==> src/logic/tcrb_map.svh <==
// Register offsets, field positions and reset values of the tuner control bank
`ifndef TCRB_MAP_SVH
`define TCRB_MAP_SVH
`define TCRB_ADDR_OSC 8'h09
`define TCRB_ADDR_BB 8'h0a
`define TCRB_ADDR_OFS 8'h0b
`define TCRB_ADDR_OFSLO 8'h0c
`define TCRB_ADDR_ROMA 8'h0d
`define TCRB_ADDR_ROMD 8'h10
`define TCRB_RST_OSC 8'h00
`define TCRB_RST_BB 8'h00
`define TCRB_RST_OFS 8'h00
`define TCRB_RST_OFSLO 8'h00
`define TCRB_RST_ROMA 8'h00
`define TCRB_OSC_SEL_HI 7
`define TCRB_OSC_SEL_LO 6
`define TCRB_SB_HI 5
`define TCRB_SB_LO 3
`define TCRB_AUTO_BIT 2
`define TCRB_LATCH_BIT 1
`define TCRB_READ_BIT 0
`define TCRB_BW_HI 7
`define TCRB_BW_LO 4
`define TCRB_BIAS_BIT 3
`define TCRB_PD_HI 2
`define TCRB_PD_LO 0
`define TCRB_MSB_BIT 6
`define TCRB_MODE_HI 5
`define TCRB_MODE_LO 4
`define TCRB_SPD_HI 3
`define TCRB_SPD_LO 2
`define TCRB_TH_HI 1
`define TCRB_TH_LO 0
`define TCRB_ROMA_HI 3
`define TCRB_ROMA_LO 0
`endif

==> src/logic/tcrb_pkg.sv <==
// Types shared by the tuner control register bank
`default_nettype none
package tcrb_pkg;
  typedef enum logic [1:0] {
    TCRB_OSC_OFF = 2'b00,
    TCRB_OSC_LOW = 2'b01,
    TCRB_OSC_MID = 2'b10,
    TCRB_OSC_HIGH = 2'b11
  } tcrb_osc_t;
  typedef enum logic [1:0] {
    TCRB_OFS_OFF = 2'b00,
    TCRB_OFS_MAN_A = 2'b01,
    TCRB_OFS_MAN_B = 2'b10,
    TCRB_OFS_AUTO = 2'b11
  } tcrb_ofs_mode_t;
  typedef enum logic [3:0] {
    TCRB_ROM_NONE = 4'h0,
    TCRB_ROM_NOTCH = 4'h1,
    TCRB_ROM_BALUN = 4'h2,
    TCRB_ROM_BW = 4'h3
  } tcrb_rom_entry_t;
endpackage
`default_nettype wire

==> src/logic/tcrb_bank.sv <==
// Tuner control register bank, addresses 0x09 to 0x0d plus ROM readback
//
// Behaviour
// Oscillator select 00 off, 01 lowest, 10 middle, 11 highest, in manual mode.
// Sub-band select bits 5..3 drive active sub-band in manual mode.
// Autotune bit 1 lets autotuner choose; 0 uses manual fields.
// Tuning converter latch follows bit 1 while autotune is off.
// Tuning converter read enable follows bit 0 while autotune is off.
// Filter bandwidth comes from bits 7..4 of baseband control.
// Baseband bit 3 selects high filter bias current.
// Bits 2..0 set detector attack point; 000 most aggressive.
// Host writes 0 to reserved bit 7 of offset control.
// Manual offset value is nine bits, msb from offset control bit 6.
// Mode 00 off, 01/10 manual value to DACs, 11 automatic.
// Speed 00 holds DACs, 01 slowest through 11 fastest.
// Threshold bits 1..0 pick accuracy; host avoids code 00.
// Low eight bits of manual value come from offset value register.
// Host writes 0000 into reserved upper bits of ROM address.
// ROM address selects notch, balun or bandwidth entry; others reserved.
// Selected ROM entry appears at readback address 0x10.
// Main bias off only when shutdown all ones, oscillator and mode 00; code tests the manual oscillator field, not the autotuner choice.
// Registers hold last written value; reserved bits stored, no effect.
`timescale 1ns/1ps
`default_nettype none
`include "tcrb_map.svh"
module tcrb_bank #(
  parameter logic [7:0] NOTCH_COEF = 8'h00,
  parameter logic [7:0] BALUN_COEF = 8'h00,
  parameter logic [7:0] BW_SETTING = 8'h00
) (
  input wire logic clk,
  input wire logic nrst,
  input wire logic reg_wr,
  input wire logic [7:0] reg_addr,
  input wire logic [7:0] reg_wdata,
  output logic [7:0] reg_rdata,
  output logic reg_hit,
  input wire logic shutdown_all,
  input wire logic autotune_osc_valid,
  input wire logic [1:0] autotune_osc,
  input wire logic [2:0] autotune_subband,
  output logic [1:0] oscillator_select,
  output logic [2:0] subband_select,
  output logic autotune_enable,
  output logic tuning_adc_latch,
  output logic tuning_adc_read_enable,
  output logic [3:0] filter_bandwidth,
  output logic filter_bias_high,
  output logic [2:0] detector_attack_point,
  output logic [1:0] offset_correction_mode,
  output logic [1:0] offset_correction_speed,
  output logic [1:0] offset_accuracy_threshold,
  output logic offset_manual_drive,
  output logic offset_hold,
  output logic [8:0] offset_dac_value,
  output logic [3:0] rom_entry_address,
  output logic [7:0] rom_entry_readback,
  output logic main_bias_off
);
  logic rst_s1_q;
  logic rst_n;
  logic [7:0] osc_q;
  logic [7:0] bb_q;
  logic [7:0] ofs_q;
  logic [7:0] ofslo_q;
  logic [7:0] roma_q;
  logic [7:0] rd_d;
  logic [8:0] dac_d;
  logic [1:0] osc_d;
  logic [2:0] sb_d;
  logic auto_w;
  logic man_w;
  logic ofs_on_w;
  logic hit_w;
  logic [1:0] man_osc_w;
  logic [2:0] man_sb_w;
  logic [8:0] man_val_w;
  tcrb_pkg::tcrb_ofs_mode_t mode_w;
  // Next values of the output flops
  logic auto_d;
  logic latch_d;
  logic rden_d;
  logic [3:0] bw_d;
  logic bias_d;
  logic [2:0] pd_d;
  logic [1:0] mode_d;
  logic [1:0] spd_d;
  logic hold_d;
  logic [1:0] th_d;
  logic mdrv_d;
  logic [3:0] roma_d;
  logic bias_off_d;
  localparam int NREG = 5;
  // Reset value of each register, in address order
  localparam logic [7:0] RST_VAL [NREG] = '{`TCRB_RST_OSC, `TCRB_RST_BB, `TCRB_RST_OFS,
                                             `TCRB_RST_OFSLO, `TCRB_RST_ROMA};
  logic [7:0] regs_q [NREG];
  logic [5:0] sel_w;
  logic [NREG-1:0] wr_en_w;

  // Reset released through two flops so release is clean in clk domain
  always_ff @(posedge clk or negedge nrst) begin
    if (!nrst) begin
      rst_s1_q <= 1'b0;
      rst_n <= 1'b0;
    end else begin
      rst_s1_q <= 1'b1;
      rst_n <= rst_s1_q;
    end
  end

  // One-hot address decode shared by write enables, hit flag and read mux
  function automatic logic [5:0] decode_addr(logic [7:0] a);
    logic [5:0] s;
    s = 6'h00;
    if (a == `TCRB_ADDR_OSC) begin
      s = 6'h01;
    end else if (a == `TCRB_ADDR_BB) begin
      s = 6'h02;
    end else if (a == `TCRB_ADDR_OFS) begin
      s = 6'h04;
    end else if (a == `TCRB_ADDR_OFSLO) begin
      s = 6'h08;
    end else if (a == `TCRB_ADDR_ROMA) begin
      s = 6'h10;
    end else if (a == `TCRB_ADDR_ROMD) begin
      s = 6'h20;
    end
    return s;
  endfunction

  // Writes to 0x10 or unmapped addresses drop; reserved bits are stored
  assign sel_w = decode_addr(reg_addr);
  assign wr_en_w = {NREG{reg_wr}} & sel_w[NREG-1:0];
  // Registers live in an array so every byte shares one write path
  for (genvar g = 0; g < NREG; g++) begin : g_reg
    always_ff @(posedge clk or negedge rst_n) begin
      if (!rst_n) begin
        regs_q[g] <= RST_VAL[g];
      end else if (wr_en_w[g]) begin
        regs_q[g] <= reg_wdata;
      end
    end
  end
  assign osc_q = regs_q[0];
  assign bb_q = regs_q[1];
  assign ofs_q = regs_q[2];
  assign ofslo_q = regs_q[3];
  assign roma_q = regs_q[4];

  // Read selection, registered so data settles one cycle after address
  assign hit_w = |sel_w;
  assign reg_hit = hit_w;
  assign rd_d = sel_w[0] ? osc_q :
                sel_w[1] ? bb_q :
                sel_w[2] ? ofs_q :
                sel_w[3] ? ofslo_q :
                sel_w[4] ? roma_q :
                sel_w[5] ? rom_entry_readback : 8'h00;

  // Field extraction
  assign auto_w = osc_q[`TCRB_AUTO_BIT];
  assign man_osc_w = osc_q[`TCRB_OSC_SEL_HI:`TCRB_OSC_SEL_LO];
  assign man_sb_w = osc_q[`TCRB_SB_HI:`TCRB_SB_LO];
  assign mode_w = tcrb_pkg::tcrb_ofs_mode_t'(ofs_q[`TCRB_MODE_HI:`TCRB_MODE_LO]);
  assign man_val_w = {ofs_q[`TCRB_MSB_BIT], ofslo_q};

  // Autotuner choice overrides manual fields only when enabled
  assign osc_d = (auto_w && autotune_osc_valid) ? autotune_osc : man_osc_w;
  assign sb_d = (auto_w && autotune_osc_valid) ? autotune_subband : man_sb_w;
  // Offset mode decode: manual drive in modes 01 and 10, correction on unless 00
  assign man_w = (mode_w == tcrb_pkg::TCRB_OFS_MAN_A) || (mode_w == tcrb_pkg::TCRB_OFS_MAN_B);
  assign ofs_on_w = (mode_w != tcrb_pkg::TCRB_OFS_OFF);
  // DAC follows manual value only in manual modes; otherwise left at zero
  assign dac_d = man_w ? man_val_w : 9'h000;

  assign auto_d = auto_w;
  assign latch_d = !auto_w && osc_q[`TCRB_LATCH_BIT];
  assign rden_d = !auto_w && osc_q[`TCRB_READ_BIT];
  assign bw_d = bb_q[`TCRB_BW_HI:`TCRB_BW_LO];
  assign bias_d = bb_q[`TCRB_BIAS_BIT];
  assign pd_d = bb_q[`TCRB_PD_HI:`TCRB_PD_LO];
  assign mode_d = ofs_q[`TCRB_MODE_HI:`TCRB_MODE_LO];
  assign spd_d = ofs_q[`TCRB_SPD_HI:`TCRB_SPD_LO];
  // Speed 00 freezes the loop while correction stays enabled
  assign hold_d = ofs_on_w && (spd_d == 2'h0);
  assign th_d = ofs_q[`TCRB_TH_HI:`TCRB_TH_LO];
  assign mdrv_d = man_w;
  // Upper reserved bits never reach the ROM
  assign roma_d = roma_q[`TCRB_ROMA_HI:`TCRB_ROMA_LO];
  assign bias_off_d = shutdown_all && (man_osc_w == tcrb_pkg::TCRB_OSC_OFF) && !ofs_on_w;

  // Flopped so analog controls never see decode glitches
  always_ff @(posedge clk or negedge rst_n) begin
    if (!rst_n) begin
      oscillator_select <= 2'h0;
    end else begin
      oscillator_select <= osc_d;
    end
  end

  always_ff @(posedge clk or negedge rst_n) begin
    if (!rst_n) begin
      subband_select <= 3'h0;
    end else begin
      subband_select <= sb_d;
    end
  end

  always_ff @(posedge clk or negedge rst_n) begin
    if (!rst_n) begin
      autotune_enable <= 1'b0;
    end else begin
      autotune_enable <= auto_d;
    end
  end

  always_ff @(posedge clk or negedge rst_n) begin
    if (!rst_n) begin
      tuning_adc_latch <= 1'b0;
    end else begin
      tuning_adc_latch <= latch_d;
    end
  end

  always_ff @(posedge clk or negedge rst_n) begin
    if (!rst_n) begin
      tuning_adc_read_enable <= 1'b0;
    end else begin
      tuning_adc_read_enable <= rden_d;
    end
  end

  always_ff @(posedge clk or negedge rst_n) begin
    if (!rst_n) begin
      filter_bandwidth <= 4'h0;
    end else begin
      filter_bandwidth <= bw_d;
    end
  end

  always_ff @(posedge clk or negedge rst_n) begin
    if (!rst_n) begin
      filter_bias_high <= 1'b0;
    end else begin
      filter_bias_high <= bias_d;
    end
  end

  always_ff @(posedge clk or negedge rst_n) begin
    if (!rst_n) begin
      detector_attack_point <= 3'h0;
    end else begin
      detector_attack_point <= pd_d;
    end
  end

  always_ff @(posedge clk or negedge rst_n) begin
    if (!rst_n) begin
      offset_correction_mode <= 2'h0;
    end else begin
      offset_correction_mode <= mode_d;
    end
  end

  always_ff @(posedge clk or negedge rst_n) begin
    if (!rst_n) begin
      offset_correction_speed <= 2'h0;
    end else begin
      offset_correction_speed <= spd_d;
    end
  end

  always_ff @(posedge clk or negedge rst_n) begin
    if (!rst_n) begin
      offset_hold <= 1'b0;
    end else begin
      offset_hold <= hold_d;
    end
  end

  always_ff @(posedge clk or negedge rst_n) begin
    if (!rst_n) begin
      offset_accuracy_threshold <= 2'h0;
    end else begin
      offset_accuracy_threshold <= th_d;
    end
  end

  always_ff @(posedge clk or negedge rst_n) begin
    if (!rst_n) begin
      offset_manual_drive <= 1'b0;
    end else begin
      offset_manual_drive <= mdrv_d;
    end
  end

  always_ff @(posedge clk or negedge rst_n) begin
    if (!rst_n) begin
      offset_dac_value <= 9'h000;
    end else begin
      offset_dac_value <= dac_d;
    end
  end

  // Same address reaches the ROM one cycle earlier, so readback lines up
  always_ff @(posedge clk or negedge rst_n) begin
    if (!rst_n) begin
      rom_entry_address <= 4'h0;
    end else begin
      rom_entry_address <= roma_d;
    end
  end

  // Bias may only drop once shutdown_all is set and the manual oscillator field and offset mode are both 00
  always_ff @(posedge clk or negedge rst_n) begin
    if (!rst_n) begin
      main_bias_off <= 1'b0;
    end else begin
      main_bias_off <= bias_off_d;
    end
  end

  // Read data lags the address by one cycle
  always_ff @(posedge clk or negedge rst_n) begin
    if (!rst_n) begin
      reg_rdata <= 8'h00;
    end else begin
      reg_rdata <= rd_d;
    end
  end

  tcrb_rom #(
    .NOTCH_COEF(NOTCH_COEF),
    .BALUN_COEF(BALUN_COEF),
    .BW_SETTING(BW_SETTING)
  ) u_rom (
    .clk(clk),
    .rst_n(rst_n),
    .addr(roma_q[`TCRB_ROMA_HI:`TCRB_ROMA_LO]),
    .rdata(rom_entry_readback)
  );
endmodule
`default_nettype wire

==> src/logic/tcrb_rom.sv <==
// Calibration ROM with registered read data
`timescale 1ns/1ps
`default_nettype none
module tcrb_rom #(
  parameter logic [7:0] NOTCH_COEF = 8'h00,
  parameter logic [7:0] BALUN_COEF = 8'h00,
  parameter logic [7:0] BW_SETTING = 8'h00
) (
  input wire logic clk,
  input wire logic rst_n,
  input wire logic [3:0] addr,
  output logic [7:0] rdata
);
  logic [7:0] word;
  // Reserved entries read as zero
  assign word = (addr == tcrb_pkg::TCRB_ROM_NOTCH) ? NOTCH_COEF :
                (addr == tcrb_pkg::TCRB_ROM_BALUN) ? BALUN_COEF :
                (addr == tcrb_pkg::TCRB_ROM_BW) ? BW_SETTING : 8'h00;
  always_ff @(posedge clk or negedge rst_n) begin
    if (!rst_n) begin
      rdata <= 8'h00;
    end else begin
      rdata <= word;
    end
  end
endmodule
`default_nettype wire

==> config.mk <==
export PLATFORM = sky130hd
export DESIGN_NAME = tcrb_bank
export DESIGN_NICKNAME = d
export VERILOG_FILES = /design/src/logic/tcrb_pkg.sv /design/src/logic/tcrb_bank.sv /design/src/logic/tcrb_rom.sv
export VERILOG_INCLUDE_DIRS = /design/src /design/src/logic
export SDC_FILE = /design/constraint.sdc
export NUM_CORES = 1
export LEC_CHECK = 0
export ABC_AREA = 1
export BUFFER_PORTS_ARGS = -buffer_cell sky130_fd_sc_hd__buf_2
export CAP_MARGIN = 10
export CORE_MARGIN = 2
export CORE_UTILIZATION = 50
export CTS_CLUSTER_SIZE = 8
export DETAILED_ROUTE_END_ITERATION = 10
export PLACE_DENSITY = 0.73
export SLEW_MARGIN = 20
export SYNTH_ARGS = -nofsm -noshare
export SYNTH_HDL_FRONTEND = slang
export SYNTH_SLANG_ARGS = --single-unit
==> constraint.sdc <==
create_clock -name clk -period 7.4 [get_ports clk]
set_input_delay 0 -clock clk [delete_from_list [all_inputs] [get_ports clk]]
set_output_delay 0 -clock clk [all_outputs]
set_load 0.005 [all_outputs]
==> metrics.cfg <==
[timing]
worst_slew_pin_slew_ns = 0.627
clock.fmax_mhz = 879
fin_worst_skew_ns = 0.0138
slew_headroom_pct = 58.1
rsz0062_at_grt = no
fin_tns_setup_ns = 0
setup_violations = 0
final_max_slew_viol_count = 0
fin_crit_ns = 1.14
timing_hold_violations_final = 0
fin_crit_sh_pct = 15.4

[setup_path]
worstPathCellList = nand2_1 -> mux2_2
crit_path_start = osc_q[2]
end_kind = flop
cp-start-kind = flop
cp_slowest_cell = dfrtp_1
critPathMaxStageDelay_ns = 0.45
critPathMaxFanout = 6
reg2reg_from = osc_q[2]
cp.arrival_ns = 1.37
required_ns = 7.64
path_class = flop to flop

[logic_synthesis]
ys_top_cells_by_area = dfrtp_1 63%, nand2_1 9.2%, nand3_1 3.6%, inv_1 3.4%, nor2_1 2.3%
syn_area_mm2 = 0.00352
async_reset_ff_share_pct = 100
syn_avg_cell_area_um2 = 10.2
synth_common_cells = 88 x dfrtp_1, 86 x nand2_1, 32 x inv_1
synthCells = 345
synth-seq-area-share_pct = 62.6
synth_cell_type_count = 26
synth_edf_count = 0
ys.flop_type = dfrtp_1
ys_seq_elements = 88
yosys.area.top_type_share_pct = 62.6
synth_area_leader_cell = dfrtp_1
synth_most_common_cell = dfrtp_1
ys_warn_count = 0

[clock_tree]
clk_path_buf_depth = 2
cts_max_level = 3
post_cts_buffers = 0
ctsHoldBuffers = 16
cts.sinks = 88
cts_tree = built
clk_latency_ns = 0.35
cts_buffers = 9
cts_resized = 0
cts.clk_slew.worst_paths_ns = 0.09
clockRootBuffer = clkbuf_8

[power_and_ir_drop]
p_per_area_mw_per_mm2 = 208
p_clk_share_pct = 33.1
p_sw_share_pct = 25.3
internal_power_mw = 0.664
p_sw_mw = 0.225
ir_worst_vdd_v = 0.000121
comb_power_share_pct = 8.1
seq_power_share_pct = 58.8
p_leak_nw = 2.40

[die]
coreArea_mm2 = 0.00679
dieArea_mm2 = 0.00772
ios = 81
fp.dieH_um = 87.9
std_cell_rows = 30
start_util_pct = 51.8
die_x_um = 87.9

[flow_run]
cap_violations = 0

[routing]
initialDrtViolationCount = 210
avgRoutedWirePerCell_um = 13.9
firstDrtPassIters = 4
totalWireLength_mm = 7.43
drc = 0
ant_nets = 0
viasPerCell = 4.71
vias = 2524

[place]
place_hpwl_mm = 5.09
io_buffers = 72
place.gp.congestion = 0.851

[layout]
areaGrowthSynthToFinish_pct = 21.3
fin_util_pct = 62.8
num-fill-cells = 570
regArea_mm2 = 0.00221
drive_gt1_share_pct = 27.7
nNetsFinal = 462
diodes = 0
multi_input_area_mm2 = 0.00107

[status]
status = finished clean

[worst_hold_path]
hp-class = input pin to flop
min_from = reg_wr

[global_route]
globalRouteOverflowTotal = 0
grt_usage_pct = 20.9
grt_pass1_wl_mm = 11.8
grt_antenna_before_repair = 0
grt_pass1_vias = 2345
grt_max_degree = 87

[metal layers]
| metal | track usage [%] | up-vias | part of all wire [%] |
|---|---|---|---|
| li1 | - | 1250 | - |
| met1 | 30.6 | 1150 | 43 |
| met4 | 9.09 | 0 | 1.1 |
| met3 | 3.49 | 6 | 7.3 |
| met5 | 0 | - | 0 |
| met2 | 30.9 | 118 | 48 |
[sequential cells by signal, indices dropped and copies added, names as in the netlist, 3 cells and up]
name                   count
reg_rdata                  8
subband_select             3
roma_q                     8
offset_dac_value           9
ofs_q                      8
bb_q                       8
rom_entry_address          4
filter_bandwidth           4
ofslo_q                    8
osc_q                      8
detector_attack_point      3
[worst max-delay path: cells and delay by family (launching register included)]
| family | cells | cell delay, ns |
|---|---|---|
| and+or+nand+nor | 1 | 0.22 |
| muxes | 1 | 0.36 |
| DFF | 1 | 0.45 |
[path summary, 6_finish.rpt]
kind / end / slack [ns] / depth (start not counted)
max in group asynchronous: offset_dac_value[7] / 6.49 / 1
min: osc_q[1] / 0.08 / 3
min reg2reg: autotune_enable / 0.30 / 0
min in group asynchronous: autotune_enable / 0.30 / 0
max reg2reg: subband_select[1] / 6.26 / 2
max: subband_select[1] / 6.26 / 2
[layout make-up]
type,count,area share [%]
inverters,37,3.25
repair buffers,89,12.8
multi-input cells,210,25.2
clock inverters,6,1.23
flip-flops and latches,88,51.7
clock buffers,10,2.99
well taps,96,2.81
[power by group through the flow]
stage                     combinational [mW]  sequential, mW  clock [mW]
after floorplan                       0.0329           0.533           0
after global placement                0.0577           0.536           0
after detailed placement              0.0593           0.537           0
after CTS                             0.0659           0.528       0.303
after global routing                  0.0817           0.527       0.324
final                                 0.0723           0.523       0.294
[per-stage QoR]
stage	instance area [um2]	power (mW)	cells	hold WS [ns]	worst slack, ns
2_1_floorplan	3540	0.566	352	-0.296	4.77
3_3_place_gp	3900	0.594	503	-0.215	6.00
3_5_place_dp	3900	0.597	503	-0.213	5.95
4_1_cts	4240	0.896	535	0.0675	6.13
5_1_grt	4270	0.932	536	0.100	6.17
6_report	4270	0.889	536	0.0815	6.26
[cell usage in the layout (no fill, tap or decap), drive strengths merged]
cell type	instances
and2	1
buf	73
clkbuf	10
clkinv	2
clkinvlp	2
conb	9
dfrtp	88
dlygate4sd3	16
ha	1
inv	39
mux2	5
nand2	94
nand3	26
nand4	2
nor2	28
nor3	3
o211ai	1
o21a	8
o21ai	32
[logic make-up after synthesis]
kind of cell	after synthesis	share of synthesized area [%]
buf+inv	54	7.58
flops	88	62.6
fa+ha+maj	1	0.356
compound gates	41	7.33
simple gates	154	20.3
mux	5	1.60
other cells	2	0.214
Note: power is estimated with default switching activity, not from simulation.
